$ cat config.mk
export PLATFORM = sky130hd
export DESIGN_NAME = gppc_top
export DESIGN_NICKNAME = d
export VERILOG_FILES = /design/src/rtl/gppc_pkg.sv /design/src/rtl/gppc_top.sv
export SDC_FILE = /design/constraint.sdc
export NUM_CORES = 1
export LEC_CHECK = 0
export BUFFER_PORTS_ARGS = -buffer_cell sky130_fd_sc_hd__clkbuf_2
export CORE_MARGIN = 1.5
export CORE_UTILIZATION = 45
export DETAILED_ROUTE_END_ITERATION = 8
export GPL_TIMING_DRIVEN = 1
export PLACE_DENSITY = 0.8
export SETUP_SLACK_MARGIN = 0.1
export SLEW_MARGIN = 20
export SYNTH_ARGS = -nofsm -noshare
export SYNTH_HDL_FRONTEND = slang
export SYNTH_SLANG_ARGS = --single-unit
$ cat constraint.sdc
create_clock -name SYS_CLK -period 4.2 [get_ports SYS_CLK]
set_clock_uncertainty 0.05 [all_clocks]
set_input_delay 0.42 -clock SYS_CLK [delete_from_list [all_inputs] [get_ports SYS_CLK]]
set_output_delay 0.42 -clock SYS_CLK [all_outputs]
set_load 0.05 [all_outputs]
$ cat src/rtl/gppc_pkg.sv
// Constants for the port 5 pin control pair: offsets, fields, reset values.
// Assumes a 32-bit AXI4-Lite slave with one register per aligned word.
package gppc_pkg;
    localparam logic [3:0] ADDR_PIN3 = 4'h0;
    localparam logic [3:0] ADDR_PIN4 = 4'h4;
    localparam logic [3:0] ADDR_PINS = 4'h8;
    localparam int DIR_BIT = 0;
    localparam int POL_BIT = 1;
    localparam int FUN_LO = 2;
    localparam int TYPE_BIT = 7;
    localparam logic [7:0] WRITE_MASK = 8'h8F;
    localparam logic [7:0] PIN3_RESET = 8'h00;
    localparam logic [7:0] PIN4_RESET = 8'h01;
    localparam logic [1:0] FUN_GPIO = 2'h0;
    localparam logic [1:0] FUN_ALT_A = 2'h1;
    localparam logic [1:0] FUN_ALT_B = 2'h2;
    localparam logic [1:0] RESP_OKAY = 2'h0;
    localparam logic [1:0] RESP_SLVERR = 2'h2;
endpackage

$ cat src/rtl/gppc_top.sv
// Pin control pair for port 5 bits 3 and 4, with AXI4-Lite register access.
// Assumes pin inputs are asynchronous; the board resolves pin level from enables.
//
// Decided for this implementation: the register offsets and the AXI4-Lite register port.
`timescale 1ns/1ps
`default_nettype none
module gppc_top (
    input wire logic SYS_CLK,
    input wire logic RST,
    input wire logic STANDBY_SUPPLY_POWER_ON_RESET,
    input wire logic [3:0] S_AXI_AWADDR,
    input wire logic S_AXI_AWVALID,
    output logic S_AXI_AWREADY,
    input wire logic [31:0] S_AXI_WDATA,
    input wire logic [3:0] S_AXI_WSTRB,
    input wire logic S_AXI_WVALID,
    output logic S_AXI_WREADY,
    output logic [1:0] S_AXI_BRESP,
    output logic S_AXI_BVALID,
    input wire logic S_AXI_BREADY,
    input wire logic [3:0] S_AXI_ARADDR,
    input wire logic S_AXI_ARVALID,
    output logic S_AXI_ARREADY,
    output logic [31:0] S_AXI_RDATA,
    output logic [1:0] S_AXI_RRESP,
    output logic S_AXI_RVALID,
    input wire logic S_AXI_RREADY,
    input wire logic PORT5_BIT3_PIN_IN,
    output logic PORT5_BIT3_PIN_OUT,
    output logic PORT5_BIT3_PIN_OE_N,
    input wire logic PORT5_BIT4_PIN_IN,
    output logic PORT5_BIT4_PIN_OUT,
    output logic PORT5_BIT4_PIN_OE_N,
    input wire logic GPIO_OUT_BIT3,
    input wire logic GPIO_OUT_BIT4,
    input wire logic SECOND_SERIAL_TRANSMIT,
    output logic SECOND_SERIAL_SET_READY_N,
    output logic INTERRUPT_REQUEST_SEVEN,
    output logic INTERRUPT_REQUEST_NINE,
    output logic GPIO_IN_BIT3,
    output logic GPIO_IN_BIT4
);
    typedef struct packed {
        logic [7:0] pin3_reg;
        logic [7:0] pin4_reg;
        logic [1:0] sync3_reg;
        logic [1:0] sync4_reg;
        logic aw_reg;
        logic [3:0] awaddr_reg;
        logic w_reg;
        logic [7:0] wdata_reg;
        logic wstrb_reg;
        logic bvalid_reg;
        logic [1:0] bresp_reg;
        logic rvalid_reg;
        logic [31:0] rdata_reg;
        logic [1:0] rresp_reg;
        logic p3_out_reg;
        logic p3_oe_n_reg;
        logic p4_out_reg;
        logic p4_oe_n_reg;
        logic dsr_n_reg;
        logic interrupt_request_seven_reg;
        logic interrupt_request_nine_reg;
        logic in3_reg;
        logic in4_reg;
        logic awready_reg;
        logic wready_reg;
        logic arready_reg;
    } gppc_state_t;

    gppc_state_t st_reg;
    gppc_state_t st_next;
    logic [7:0] c3;
    logic [7:0] c4;
    logic pin3_v;
    logic pin4_v;
    logic drv3;
    logic drv4;

    always_comb begin
        st_next = st_reg;
        // Pin inputs: two sync stages, logic reads the second
        st_next.sync3_reg = {st_reg.sync3_reg[0], PORT5_BIT3_PIN_IN};
        st_next.sync4_reg = {st_reg.sync4_reg[0], PORT5_BIT4_PIN_IN};
        // Write channel capture, either order
        if (S_AXI_AWVALID && !st_reg.aw_reg && !st_reg.bvalid_reg) begin
            st_next.aw_reg = 1'b1;
            st_next.awaddr_reg = S_AXI_AWADDR;
        end
        if (S_AXI_WVALID && !st_reg.w_reg && !st_reg.bvalid_reg) begin
            st_next.w_reg = 1'b1;
            st_next.wdata_reg = S_AXI_WDATA[7:0];
            st_next.wstrb_reg = S_AXI_WSTRB[0];
        end
        if (st_reg.aw_reg && st_reg.w_reg) begin
            st_next.aw_reg = 1'b0;
            st_next.w_reg = 1'b0;
            st_next.bvalid_reg = 1'b1;
            st_next.bresp_reg = gppc_pkg::RESP_OKAY;
            // Reserved bits never stored, so they read back zero
            if (st_reg.awaddr_reg == gppc_pkg::ADDR_PIN3) begin
                if (st_reg.wstrb_reg) begin
                    st_next.pin3_reg = st_reg.wdata_reg & gppc_pkg::WRITE_MASK;
                end
            end else if (st_reg.awaddr_reg == gppc_pkg::ADDR_PIN4) begin
                if (st_reg.wstrb_reg) begin
                    st_next.pin4_reg = st_reg.wdata_reg & gppc_pkg::WRITE_MASK;
                end
            end else if (st_reg.awaddr_reg != gppc_pkg::ADDR_PINS) begin
                st_next.bresp_reg = gppc_pkg::RESP_SLVERR;
            end
        end
        if (st_reg.bvalid_reg && S_AXI_BREADY) begin
            st_next.bvalid_reg = 1'b0;
        end
        // Read channel, one cycle answer
        if (S_AXI_ARVALID && !st_reg.rvalid_reg) begin
            st_next.rvalid_reg = 1'b1;
            st_next.rresp_reg = gppc_pkg::RESP_OKAY;
            case (S_AXI_ARADDR)
                gppc_pkg::ADDR_PIN3: st_next.rdata_reg = {24'h00_0000, st_reg.pin3_reg};
                gppc_pkg::ADDR_PIN4: st_next.rdata_reg = {24'h00_0000, st_reg.pin4_reg};
                gppc_pkg::ADDR_PINS: st_next.rdata_reg = {30'h0000_0000, st_reg.in4_reg, st_reg.in3_reg};
                default: begin
                    st_next.rdata_reg = 32'h0000_0000;
                    st_next.rresp_reg = gppc_pkg::RESP_SLVERR;
                end
            endcase
        end else if (st_reg.rvalid_reg && S_AXI_RREADY) begin
            st_next.rvalid_reg = 1'b0;
        end
        c3 = st_reg.pin3_reg;
        c4 = st_reg.pin4_reg;
        // Polarity applies both ways
        pin3_v = st_reg.sync3_reg[1] ^ c3[gppc_pkg::POL_BIT];
        pin4_v = st_reg.sync4_reg[1] ^ c4[gppc_pkg::POL_BIT];
        // Bit 3 pin: transmit out in alternate A, interrupt seven in B
        case (c3[gppc_pkg::FUN_LO+1:gppc_pkg::FUN_LO])
            gppc_pkg::FUN_ALT_A: drv3 = SECOND_SERIAL_TRANSMIT;
            default: drv3 = GPIO_OUT_BIT3;
        endcase
        case (c4[gppc_pkg::FUN_LO+1:gppc_pkg::FUN_LO])
            default: drv4 = GPIO_OUT_BIT4;
        endcase
        st_next.interrupt_request_seven_reg = (c3[3:2] == gppc_pkg::FUN_ALT_B) && pin3_v;
        // Bit 4 pin: interrupt nine or set-ready input
        st_next.interrupt_request_nine_reg = (c4[3:2] == gppc_pkg::FUN_ALT_B) && pin4_v;
        st_next.dsr_n_reg = (c4[3:2] == gppc_pkg::FUN_ALT_A) ? pin4_v : 1'b1;
        st_next.in3_reg = (c3[3:2] == gppc_pkg::FUN_GPIO) && pin3_v;
        st_next.in4_reg = (c4[3:2] == gppc_pkg::FUN_GPIO) && pin4_v;
        // Output value and enable; input direction floats the pin
        drv3 = drv3 ^ c3[gppc_pkg::POL_BIT];
        drv4 = drv4 ^ c4[gppc_pkg::POL_BIT];
        // Open drain drives only low
        st_next.p3_out_reg = c3[gppc_pkg::TYPE_BIT] ? 1'b0 : drv3;
        st_next.p4_out_reg = c4[gppc_pkg::TYPE_BIT] ? 1'b0 : drv4;
        st_next.p3_oe_n_reg = c3[gppc_pkg::DIR_BIT] || (c3[3:2] == 2'h3) || (c3[3:2] == gppc_pkg::FUN_ALT_B)
            || (c3[gppc_pkg::TYPE_BIT] && drv3);
        // Set-ready and interrupt nine are inputs, so alternates float the pin
        st_next.p4_oe_n_reg = c4[gppc_pkg::DIR_BIT] || (c4[3:2] != gppc_pkg::FUN_GPIO)
            || (c4[gppc_pkg::TYPE_BIT] && drv4);
        // Standby reset clears bit 3 and presets bit 4; hard reset only bit 3
        if (RST || STANDBY_SUPPLY_POWER_ON_RESET) begin
            st_next.pin3_reg = gppc_pkg::PIN3_RESET;
        end
        if (STANDBY_SUPPLY_POWER_ON_RESET) begin
            st_next.pin4_reg = gppc_pkg::PIN4_RESET;
        end
        // Readies registered so every port leaves a flop
        st_next.awready_reg = !st_next.aw_reg && !st_next.bvalid_reg;
        st_next.wready_reg = !st_next.w_reg && !st_next.bvalid_reg;
        st_next.arready_reg = !st_next.rvalid_reg;
    end

    always_ff @(posedge SYS_CLK) begin
        if (RST) begin
            st_reg <= '0;
            st_reg.pin4_reg <= st_next.pin4_reg;
            st_reg.p3_oe_n_reg <= 1'b1;
            st_reg.p4_oe_n_reg <= 1'b1;
            st_reg.dsr_n_reg <= 1'b1;
            st_reg.awready_reg <= 1'b1;
            st_reg.wready_reg <= 1'b1;
            st_reg.arready_reg <= 1'b1;
        end else begin
            st_reg <= st_next;
        end
    end

    assign S_AXI_AWREADY = st_reg.awready_reg;
    assign S_AXI_WREADY = st_reg.wready_reg;
    assign S_AXI_BVALID = st_reg.bvalid_reg;
    assign S_AXI_BRESP = st_reg.bresp_reg;
    assign S_AXI_ARREADY = st_reg.arready_reg;
    assign S_AXI_RVALID = st_reg.rvalid_reg;
    assign S_AXI_RDATA = st_reg.rdata_reg;
    assign S_AXI_RRESP = st_reg.rresp_reg;
    assign PORT5_BIT3_PIN_OUT = st_reg.p3_out_reg;
    assign PORT5_BIT3_PIN_OE_N = st_reg.p3_oe_n_reg;
    assign PORT5_BIT4_PIN_OUT = st_reg.p4_out_reg;
    assign PORT5_BIT4_PIN_OE_N = st_reg.p4_oe_n_reg;
    assign SECOND_SERIAL_SET_READY_N = st_reg.dsr_n_reg;
    assign INTERRUPT_REQUEST_SEVEN = st_reg.interrupt_request_seven_reg;
    assign INTERRUPT_REQUEST_NINE = st_reg.interrupt_request_nine_reg;
    assign GPIO_IN_BIT3 = st_reg.in3_reg;
    assign GPIO_IN_BIT4 = st_reg.in4_reg;

    a_reserved_read_zero: assert property (@(posedge SYS_CLK) disable iff (RST)
        (st_reg.pin3_reg & ~gppc_pkg::WRITE_MASK) == 8'h00 && (st_reg.pin4_reg & ~gppc_pkg::WRITE_MASK) == 8'h00)
        else $error("reserved bits set");
    a_input_floats_pin: assert property (@(posedge SYS_CLK) disable iff (RST)
        st_reg.pin3_reg[0] |=> st_reg.p3_oe_n_reg)
        else $error("bit 3 pin driven while input");
    a_open_drain_low: assert property (@(posedge SYS_CLK) disable iff (RST)
        st_reg.pin3_reg[7] |=> !st_reg.p3_out_reg)
        else $error("open drain drove high");
    a_push_pull_value: assert property (@(posedge SYS_CLK) disable iff (RST)
        (st_reg.pin3_reg == 8'h00 && $stable(st_reg.pin3_reg)) |=> (st_reg.p3_out_reg == $past(GPIO_OUT_BIT3)))
        else $error("push pull value wrong");
    a_irq_seven_gate: assert property (@(posedge SYS_CLK) disable iff (RST)
        st_reg.pin3_reg[3:2] != gppc_pkg::FUN_ALT_B |=> !st_reg.interrupt_request_seven_reg)
        else $error("interrupt seven outside its function");
    a_irq_nine_gate: assert property (@(posedge SYS_CLK) disable iff (RST)
        st_reg.pin4_reg[3:2] != gppc_pkg::FUN_ALT_B |=> !st_reg.interrupt_request_nine_reg)
        else $error("interrupt nine outside its function");
    a_reserved_code_float: assert property (@(posedge SYS_CLK) disable iff (RST)
        st_reg.pin3_reg[3:2] == 2'h3 |=> st_reg.p3_oe_n_reg)
        else $error("reserved function drove pin");
    a_standby_preset: assert property (@(posedge SYS_CLK)
        STANDBY_SUPPLY_POWER_ON_RESET |=> st_reg.pin4_reg == gppc_pkg::PIN4_RESET && st_reg.pin3_reg == 8'h00)
        else $error("standby reset values wrong");
    a_pin4_input_float: assert property (@(posedge SYS_CLK) disable iff (RST)
        st_reg.pin4_reg[0] |=> st_reg.p4_oe_n_reg)
        else $error("bit 4 pin driven while input");
    a_pin4_open_drain: assert property (@(posedge SYS_CLK) disable iff (RST)
        st_reg.pin4_reg[7] |=> !st_reg.p4_out_reg)
        else $error("bit 4 open drain drove high");
    a_pin4_alt_float: assert property (@(posedge SYS_CLK) disable iff (RST)
        st_reg.pin4_reg[3:2] != gppc_pkg::FUN_GPIO |=> st_reg.p4_oe_n_reg)
        else $error("bit 4 alternate drove pin");
    a_pin3_irq_float: assert property (@(posedge SYS_CLK) disable iff (RST)
        st_reg.pin3_reg[3:2] == gppc_pkg::FUN_ALT_B |=> st_reg.p3_oe_n_reg)
        else $error("bit 3 interrupt input drove pin");
    a_transmit_drives: assert property (@(posedge SYS_CLK) disable iff (RST)
        st_reg.pin3_reg == 8'h04 |=> !st_reg.p3_oe_n_reg)
        else $error("transmit function left pin floating");
    a_transmit_route: assert property (@(posedge SYS_CLK) disable iff (RST)
        st_reg.pin3_reg == 8'h04 |=> st_reg.p3_out_reg == $past(SECOND_SERIAL_TRANSMIT))
        else $error("transmit value not on pin");
    a_set_ready_idle: assert property (@(posedge SYS_CLK) disable iff (RST)
        st_reg.pin4_reg[3:2] != gppc_pkg::FUN_ALT_A |=> st_reg.dsr_n_reg)
        else $error("set ready active outside its function");
    a_set_ready_value: assert property (@(posedge SYS_CLK) disable iff (RST)
        st_reg.pin4_reg[3:2] == gppc_pkg::FUN_ALT_A
        |=> st_reg.dsr_n_reg == ($past(st_reg.sync4_reg[1]) ^ $past(st_reg.pin4_reg[1])))
        else $error("set ready value wrong");
    a_irq_seven_value: assert property (@(posedge SYS_CLK) disable iff (RST)
        st_reg.pin3_reg[3:2] == gppc_pkg::FUN_ALT_B
        |=> st_reg.interrupt_request_seven_reg == ($past(st_reg.sync3_reg[1]) ^ $past(st_reg.pin3_reg[1])))
        else $error("interrupt seven value wrong");
    a_irq_nine_value: assert property (@(posedge SYS_CLK) disable iff (RST)
        st_reg.pin4_reg[3:2] == gppc_pkg::FUN_ALT_B
        |=> st_reg.interrupt_request_nine_reg == ($past(st_reg.sync4_reg[1]) ^ $past(st_reg.pin4_reg[1])))
        else $error("interrupt nine value wrong");
    a_gpio_in_gate3: assert property (@(posedge SYS_CLK) disable iff (RST)
        st_reg.pin3_reg[3:2] != gppc_pkg::FUN_GPIO |=> !st_reg.in3_reg)
        else $error("bit 3 input shown outside plain function");
    a_gpio_in_gate4: assert property (@(posedge SYS_CLK) disable iff (RST)
        st_reg.pin4_reg[3:2] != gppc_pkg::FUN_GPIO |=> !st_reg.in4_reg)
        else $error("bit 4 input shown outside plain function");
    a_in_polarity3: assert property (@(posedge SYS_CLK) disable iff (RST)
        st_reg.pin3_reg[3:2] == gppc_pkg::FUN_GPIO
        |=> st_reg.in3_reg == ($past(st_reg.sync3_reg[1]) ^ $past(st_reg.pin3_reg[1])))
        else $error("bit 3 input polarity wrong");
    a_in_polarity4: assert property (@(posedge SYS_CLK) disable iff (RST)
        st_reg.pin4_reg[3:2] == gppc_pkg::FUN_GPIO
        |=> st_reg.in4_reg == ($past(st_reg.sync4_reg[1]) ^ $past(st_reg.pin4_reg[1])))
        else $error("bit 4 input polarity wrong");
    a_out_polarity3: assert property (@(posedge SYS_CLK) disable iff (RST)
        (st_reg.pin3_reg[3:2] == gppc_pkg::FUN_GPIO && !st_reg.pin3_reg[7])
        |=> st_reg.p3_out_reg == ($past(GPIO_OUT_BIT3) ^ $past(st_reg.pin3_reg[1])))
        else $error("bit 3 output polarity wrong");
    a_out_polarity4: assert property (@(posedge SYS_CLK) disable iff (RST)
        (st_reg.pin4_reg[3:2] == gppc_pkg::FUN_GPIO && !st_reg.pin4_reg[7])
        |=> st_reg.p4_out_reg == ($past(GPIO_OUT_BIT4) ^ $past(st_reg.pin4_reg[1])))
        else $error("bit 4 output polarity wrong");
    a_push_pull_drive4: assert property (@(posedge SYS_CLK) disable iff (RST)
        (st_reg.pin4_reg[3:2] == gppc_pkg::FUN_GPIO && !st_reg.pin4_reg[0] && !st_reg.pin4_reg[7])
        |=> !st_reg.p4_oe_n_reg)
        else $error("bit 4 push pull output not driven");
    a_hard_reset_clear: assert property (@(posedge SYS_CLK)
        RST |=> st_reg.pin3_reg == gppc_pkg::PIN3_RESET)
        else $error("hard reset left bit 3 register set");
    a_hard_reset_keeps: assert property (@(posedge SYS_CLK)
        (RST && !STANDBY_SUPPLY_POWER_ON_RESET) |=> $stable(st_reg.pin4_reg))
        else $error("hard reset changed bit 4 register");
    a_bvalid_holds: assert property (@(posedge SYS_CLK) disable iff (RST)
        (st_reg.bvalid_reg && !S_AXI_BREADY) |=> st_reg.bvalid_reg)
        else $error("write response dropped early");
    a_rvalid_holds: assert property (@(posedge SYS_CLK) disable iff (RST)
        (st_reg.rvalid_reg && !S_AXI_RREADY) |=> st_reg.rvalid_reg && $stable(st_reg.rdata_reg))
        else $error("read response dropped early");
    a_write_lands3: assert property (@(posedge SYS_CLK) disable iff (RST)
        (st_reg.aw_reg && st_reg.w_reg && st_reg.wstrb_reg && st_reg.awaddr_reg == gppc_pkg::ADDR_PIN3
        && !STANDBY_SUPPLY_POWER_ON_RESET) |=> st_reg.pin3_reg == ($past(st_reg.wdata_reg) & gppc_pkg::WRITE_MASK))
        else $error("bit 3 register write lost");
endmodule
`default_nettype wire

### Word level (Yosys, flattened, before mapping)

Cells that the tools add are included.

| word-level totals | value |
|---|---|
| bits in registers | 82 |
| input port bits | 57 |
| logic and storage cells | 100 |

| cells by class | value |
|---|---|
| equality and inequality tests | 9 |
| multiplexer cells | 19 |
| bitwise operators | 5 |
| reduce and logical (&&, ||, !) cells | 41 |

Operators by type and width:

| operator | number |
|---|---|
| $mux 8 | 5 |
| $pmux 8 s3 | 1 |
| $logic_and 1x1->1 | 16 |
| $mux 10 | 1 |
| $eq 4x3->1 const B | 2 |
| $logic_not 1->1 | 8 |
| $logic_not 4->1 | 2 |
| $mux 2 | 4 |
| $reduce_or 2->1 | 4 |
| $eq 2x2->1 const B | 3 |
| $logic_or 1x1->1 | 6 |
| $mux 1 | 6 |
| $mux 5 | 1 |
| $eq 2x1->1 const B | 2 |
| $eq 4x4->1 const B | 1 |
| $logic_not 2->1 | 2 |
| $ne 4x4->1 const B | 1 |
| $xor 1x1->1 | 4 |
| $mux 3 | 1 |
| $reduce_and 3->1 | 1 |
| $reduce_or 3->1 | 1 |
| $reduce_bool 2->1 | 1 |
| $not 1->1 | 1 |

### Logic depth before layout (Yosys ltp)

Gate-level depths: netlist of run 1.

| logic depth | value |
|---|---|
| word-level depth | 8 |
| depth in mapped cells | 5 |
| gate-level depth less buffers | 4 |

### Least setup slack after synthesis of run 1

No wires, ideal clock.

| timing | value |
|---|---|
| kind | register to register |
| start | register st_reg[64] (netlist name) |
| end | register st_reg, in the netlist c3[1] |
| library setup time | 0.117 ns |
| arrival time | 1.388 ns |
| required time | 4.033 ns |
| slack | 2.645 ns |
| stages on the path, launching flop included | 6 |
| buffers on the path | 1 |
| clock period less this slack | 1.555 ns |
| cell sequence | dfxtp_1 > nand4bb_2 > or4b_1 > buf_6 > mux2i_1 > nor2_1 |

| on the way | value |
|---|---|
| cells in the longest elaborated chain, start to end | 2 |

Ends and longest elaborated chain:

| item | RTL line | RTL |
|---|---|---|
| start, declared | gppc_top.sv:72 | `gppc_state_t st_reg;` |
| start signal, assigned | gppc_top.sv:187 | `st_reg <= st_next;` |
| $logic_and 1x1->1 | gppc_top.sv:96 | `if (st_reg.aw_reg && st_reg.w_reg) begin` |
| $reduce_and 3->1 (no source line) | - |  |

No other way between the ends.
A chain may end at the register's enable or synchronous reset.

### Worst setup path in the final report of run 1

| timing | value |
|---|---|
| start | register st_reg[64] (netlist name) |
| end | register st_reg, in the netlist c3[0] |

The elaborated chain is that of the path after synthesis.

==> results of run 1 <==
==> metrics by stage <==
| stage | hold WS (ns) | cell area (um^2) |
|---|---|---|
| 5_1_grt | 0.287 | 2180 |
| 3_5_place_dp | 0.378 | 2110 |
| 6_report | 0.285 | 2180 |
| 2_1_floorplan | 0.364 | 2110 |
| 4_1_cts | 0.281 | 2180 |
| 3_3_place_gp | 0.367 | 2110 |
==> area by class of cell <==
cell class,count,area (um^2)
Fill cell,443,2140
Multi-Input combinational cell,142,838
Clock buffer,6,72.6
Timing Repair Buffer,48,243
Inverter,6,22.5
Sequential cell,47,941
Tap cell,52,65.1
==> logic make-up after synthesis <==
kind of cell    count (synthesis)  share of synthesized area [%]
simple gates                   68                           17.3
buf+inv                        48                           16.6
flops                          47                           46.9
mux                            26                           13.2
compound gates                 15                           4.18
xor+xnor                        4                           1.75
other cells                     1                          0.187
==> synthesized netlist by cell type <==
cell	number
dfxtp_1	47
buf_4	36
nor2_1	32
mux2i_1	23
nand2_1	8
nor3_1	7
o21ai_0	7
inv_1	6
nor2b_1	6
a21oi_1	5
clkbuf_1	3
mux2_2	3
xnor2_1	3
a22oi_1	2
nor4_1	2
nor4b_1	2
a211o_1	1
and3_1	1
buf_1	1
buf_6	1
clkbuf_8	1
conb_1	1
nand2b_1	1
nand3_1	1
nand3b_1	1
nand4bb_2	1
nor3_2	1
nor3b_1	1
nor3b_2	1
or2_1	1
or3_1	1
or4b_1	1
xor2_1	1
==> worst max-delay path by stage <==
stage | from | endpoint | slack (ns) | depth (start not counted)
6_report | st_reg[64]$_SDFF_PP0_ | c3[0]$_SDFFE_PP0P_ | 2.47 | 4
5_1_grt | st_reg[64]$_SDFF_PP0_ | c3[1]$_SDFFE_PP0P_ | 2.37 | 4
4_1_cts | st_reg[59]$_SDFF_PP0_ | c3[7]$_SDFFE_PP0P_ | 2.46 | 4
3_5_place_dp | st_reg[64]$_SDFF_PP0_ | c3[1]$_SDFFE_PP0P_ | 2.48 | 4
3_3_place_gp | st_reg[64]$_SDFF_PP0_ | c3[1]$_SDFFE_PP0P_ | 2.50 | 4
2_1_floorplan | st_reg[64]$_SDFF_PP0_ | c3[1]$_SDFFE_PP0P_ | 2.65 | 5
==> report_power, final <==
part | internal (mW) | total [mW] | switching, mW
registers | 0.464 | 0.476 | 0.0127
clock network | 0.111 | 0.240 | 0.129
logic | 0.0354 | 0.151 | 0.115
total | 0.610 | 0.867 | 0.257
==> layer usage <==
| layer | part of all wire (%) | up-vias | global-route usage, % |
|---|---|---|---|
| met2 | 46 | 44 | 22.9 |
| met3 | 6.1 | 7 | 3.92 |
| met4 | 2.7 | 0 | 8.97 |
| met5 | 0 | - | 0 |
| li1 | - | 704 | - |
| met1 | 45 | 632 | 16.7 |
==> results.yml, run 1 <==
outcome:
  outcome: "finished, final reports clean"
logic_synthesis:
  synth_top_area_share_pct: 46.9
  ys_warn_count: 0
  synthCells: 209
  netlist_area_mm2: 0.00201
  synth_top_cell_by_area: "dfxtp_1"
  ys_top_cells_by_area: "dfxtp_1 47%, buf_4 13%, mux2i_1 11%"
  ys_seq_elements: 47
  ys_types: 33
  ys_seq_area_share_pct: 46.9
  avgSynthCellArea_um2: 9.60
floorplanning:
  fp.dieH_um: 69.8
  initial_utilization_pct: 46.4
  io_pins: 107
  rows: 24
  die_x_um: 69.8
  core_mm2: 0.00432
  die-area_mm2: 0.00487
route:
  post_drt_wl_per_cell_um: 10.8
  firstDrtPassIters: 4
  vias_per_cell: 4.61
  vias: 1387
  dr.first_iter.drc_count: 36
  routed_wl_um: 3250
  antenna_left: 0
  drc: 0
worst_setup_path:
  path_buf_inv: 0
  crit_path_max_incr_delay_ns: 0.69
  worstSetupPathType: "flop to flop"
  cp.arrival_ns: 1.86
  path_delay_family: "simple AND/OR/NAND/NOR gates"
  startpoint_type: "flop"
  rr_startpoint: "st_reg[64]$_SDFF_PP0_"
  crit_fanout: 6
  reg2reg_depth: 4
  crit_slowest_cell: "or4b_1"
  required_ns: 4.33
  cp-end-kind: "flop"
  rrSetupSlack_ns: 2.47
  timing.rr.end: "c3[0]$_SDFFE_PP0P_"
  path_cells: "nand4bb_2 > or4b_1 > mux2i_1 > nor2_1"
timing:
  fin_ws_ns: 2.47
  finalSetupTns_ns: 0
  period_minus_slack_ns: 1.73
  post-route-period-util_pct: 41.1
  setup_violations: 0
  max_freq_mhz: 579
  relSlewSlack_pct: 59.0
  tightest_slew_ns: 0.614
  rsz0062_at_grt: "no"
  finalHoldViolCount: 0
  drv_slew: 0
cells_and_area:
  largest_reg_flops: 14
  n_antenna_cell: 0
  layout.cells.non_filler: 301
  drive_gt1_share_pct: 23.7
  final_util_pct: 50.5
  mostFrequentLayoutCells: "47 x dfxtp_1, 47 x clkbuf_2, 32 x nor2_1"
  area_growth_syn_to_layout_pct: 8.73
  nets: 307
worst_hold_path:
  min-delay-start: "PORT5_BIT4_PIN_IN"
  hold_path_end: "st_next[66]$_SDFF_PP0_"
  hp-class: "primary input to flop"
  hold_path_depth: 2
grt:
  grt-ovfl-total: 0
  grt_first_pass_wirelength_um: 5460
  first_global_vias: 1246
  antenna_found_initial: 0
  track_usage_pct: 14.2
  grt_max_degree: 33
power:
  power_leakage_nw: 1.00
  powerDensity_mw_per_mm2: 397
  power_uw: 867
  vdd_drop_max_v: 0.000201
clock_tree:
  post_cts_buffers: 0
  cts_made_buffers: 5
  cts.sinks: 47
  clk_pin_slew_ns: 0.07
  clk-insertion-delay-late_ns: 0.29
  ctsResizeCount: 0
  cts_tree: "done"
  ctsHoldBuffers: 0
  h-tree-depth: 2
  clock_path_buffers: 2
  cts-root-buf: "clkbuf_8"
placement:
  port_buffers: 47
  dp_hpwl_um: 2490
  dp.cells: 295
  pre_cts_ws_ns: 2.48
  gp_congestion: 0.848
flow_run:
  maxCapViolations: 0
No activity file was read; power rests on OpenSTA's default activity.
==> inputs of run 2 (changes only) <==
Settings changed: CORE_UTILIZATION 45 to 40, PLACE_DENSITY 0.8 to 0.75.
Clock period 4.2 ns to 1.41 ns, I/O delays scaled along.
==> run 2 against run 1 <==
  * The flow now finishes with violations (setup timing)
  * Sequential share of layout area is 3.3 points lower
  * Fmax is 17% higher
  * Core utilization is 0.71 points lower
  * Final area is 9.1% higher
  * Sequential cell count stayed put
  * Routed wire length is 8.6% higher
  * Worst setup slack worse by 2.5 ns
  * Die area is 12% higher
  * Hold slack worse by 0.26 ns
  * Largest cell class unchanged
  * Largest power group unchanged
==> results.yml, run 2 (synthesis results as in run 1) <==
floorplanning:
  io_pins: 107
  core_mm2: 0.00479
  die_x_um: 73.8
  rows: 25
  fp.dieH_um: 73.8
  die-area_mm2: 0.00545
  initial_utilization_pct: 41.9
timing:
  drv_slew: 0
  post-route-period-util_pct: 105
  max_freq_mhz: 675
  rsz0062_at_grt: "yes"
  holdWs_ns: 0.0261
  fin_ws_ns: -0.0714
  setup_violations: 5
  period_minus_slack_ns: 1.48
  finalHoldViolCount: 0
worst_setup_path:
  worstSetupPathType: "flop to flop"
  crit_path_max_incr_delay_ns: 0.56
  path_cells: "nand4bb_4 > or4b_4 > mux2i_1 > nor2_1"
  crit_fanout: 5
  cp-end-kind: "flop"
  required_ns: 1.55
  startpoint_type: "flop"
  crit_slowest_cell: "or4b_4"
  cp.arrival_ns: 1.62
clock_tree:
  clock_path_buffers: 2
  cts.sinks: 47
  cts-root-buf: "clkbuf_8"
  clk-insertion-delay-late_ns: 0.29
  h-tree-depth: 2
  clk_pin_slew_ns: 0.08
  cts_made_buffers: 5
  cts_tree: "done"
route:
  vias: 1437
  firstDrtPassIters: 4
  drc: 0
  post_drt_wl_per_cell_um: 10.6
  dr.first_iter.drc_count: 38
  routed_wl_um: 3530
  vias_per_cell: 4.33
  antenna_left: 0
grt:
  grt_max_degree: 20
  first_global_vias: 1246
  antenna_found_initial: 0
  grt_first_pass_wirelength_um: 5390
  track_usage_pct: 13.1
  grt-ovfl-total: 0
placement:
  gp_congestion: 0.776
  port_buffers: 47
  dp_hpwl_um: 2790
cells_and_area:
  mostFrequentLayoutCells: "47 x clkbuf_2, 42 x dfxtp_1, 32 x nor2_1"
  area_growth_syn_to_layout_pct: 18.6
  largest_reg_flops: 14
  n_antenna_cell: 0
  nets: 321
  drive_gt1_share_pct: 30.6
  final_common_cell: "clkbuf_2"
power:
  power_leakage_nw: 1.09
  vdd_drop_max_v: 0.000470
  powerDensity_mw_per_mm2: 1160
  power_mw: 2.77
outcome:
  violations: "setup timing"
  outcome: "finished, violations left"
flow_run:
  maxCapViolations: 0
worst_hold_path:
  hp-class: "primary input to flop"
==> run 2: cell count changes in the layout (fill, tap and decap cells not counted), moves of 2 or more <==
cell           before  now
dlygate4sd3_1       0    2
dfxtp_2             0    5
clkbuf_8            5    7
dfxtp_1            47   42
buf_6               0    2
buf_4               1   11
==> run 2: final cells by class <==
cell class,count,area (um^2)
multi-input cells,142,867
repair buffers,62,360
fillers,467,2400
flip-flops and latches,47,947
well taps,67,83.8
inverters,6,22.5
clock buffers,8,100
==> run 2: power by group <==
group          switching (mW)  internal [mW]  leakage, nW
clock network           0.402          0.447       0.0515
registers              0.0326           1.38        0.386
logic                   0.362          0.140        0.657
total                   0.797           1.97         1.09
==> run 2: worst max-delay path, delay by kind of cell (launching register included) <==
family / cells / cell delay (ns)
AND/OR/NAND/NOR: 3 / 0.83
multiplexers: 1 / 0.18
flip-flops: 1 / 0.32
==> run 2: stage by stage <==
stage	setup WS, ns	util, %	TNS (ns)	instances	area [um^2]
floorplan	-0.0687	-	-0.344	237	2130
global route	-0.143	49.8	-0.870	332	2380
CTS	-0.0752	49.3	-0.365	332	2360
global placement	-0.127	46.5	-0.608	321	2230
detailed placement	-0.163	46.5	-0.793	321	2230
finish	-0.0714	49.8	-0.332	332	2380
==> run 2: timing repair <==
action | 4_1_cts | 5_1_grt
buffers inserted | 1 | 0
endpoints found under the hold margin | 2 | 0
setup endpoints to repair | 9 | 18
pin swaps | 1 | 3
gates resized for setup | 2 | 5
hold buffers | 2 | 0
==> run 2: worst paths after layout <==
kind                           start                        to  slack, ns  depth (start not counted)
min reg2reg   st_next[66]$_SDFF_PP0_     st_reg[66]$_SDFF_PP0_       0.39                          1
max          st_reg[61]$_SDFFE_PP0P_        c3[3]$_SDFFE_PP0P_      -0.07                          4
max reg2reg  st_reg[61]$_SDFFE_PP0P_        c3[3]$_SDFFE_PP0P_      -0.07                          4
min                     S_AXI_RREADY  S_AXI_ARREADY$_SDFF_PP1_       0.03                          2
==> run 2: routing by layer <==
metal	track usage [%]	part of all wire, %
met5	0	0
met3	2.61	5.0
met1	16.6	46
met4	6.79	1.5
met2	21.0	47
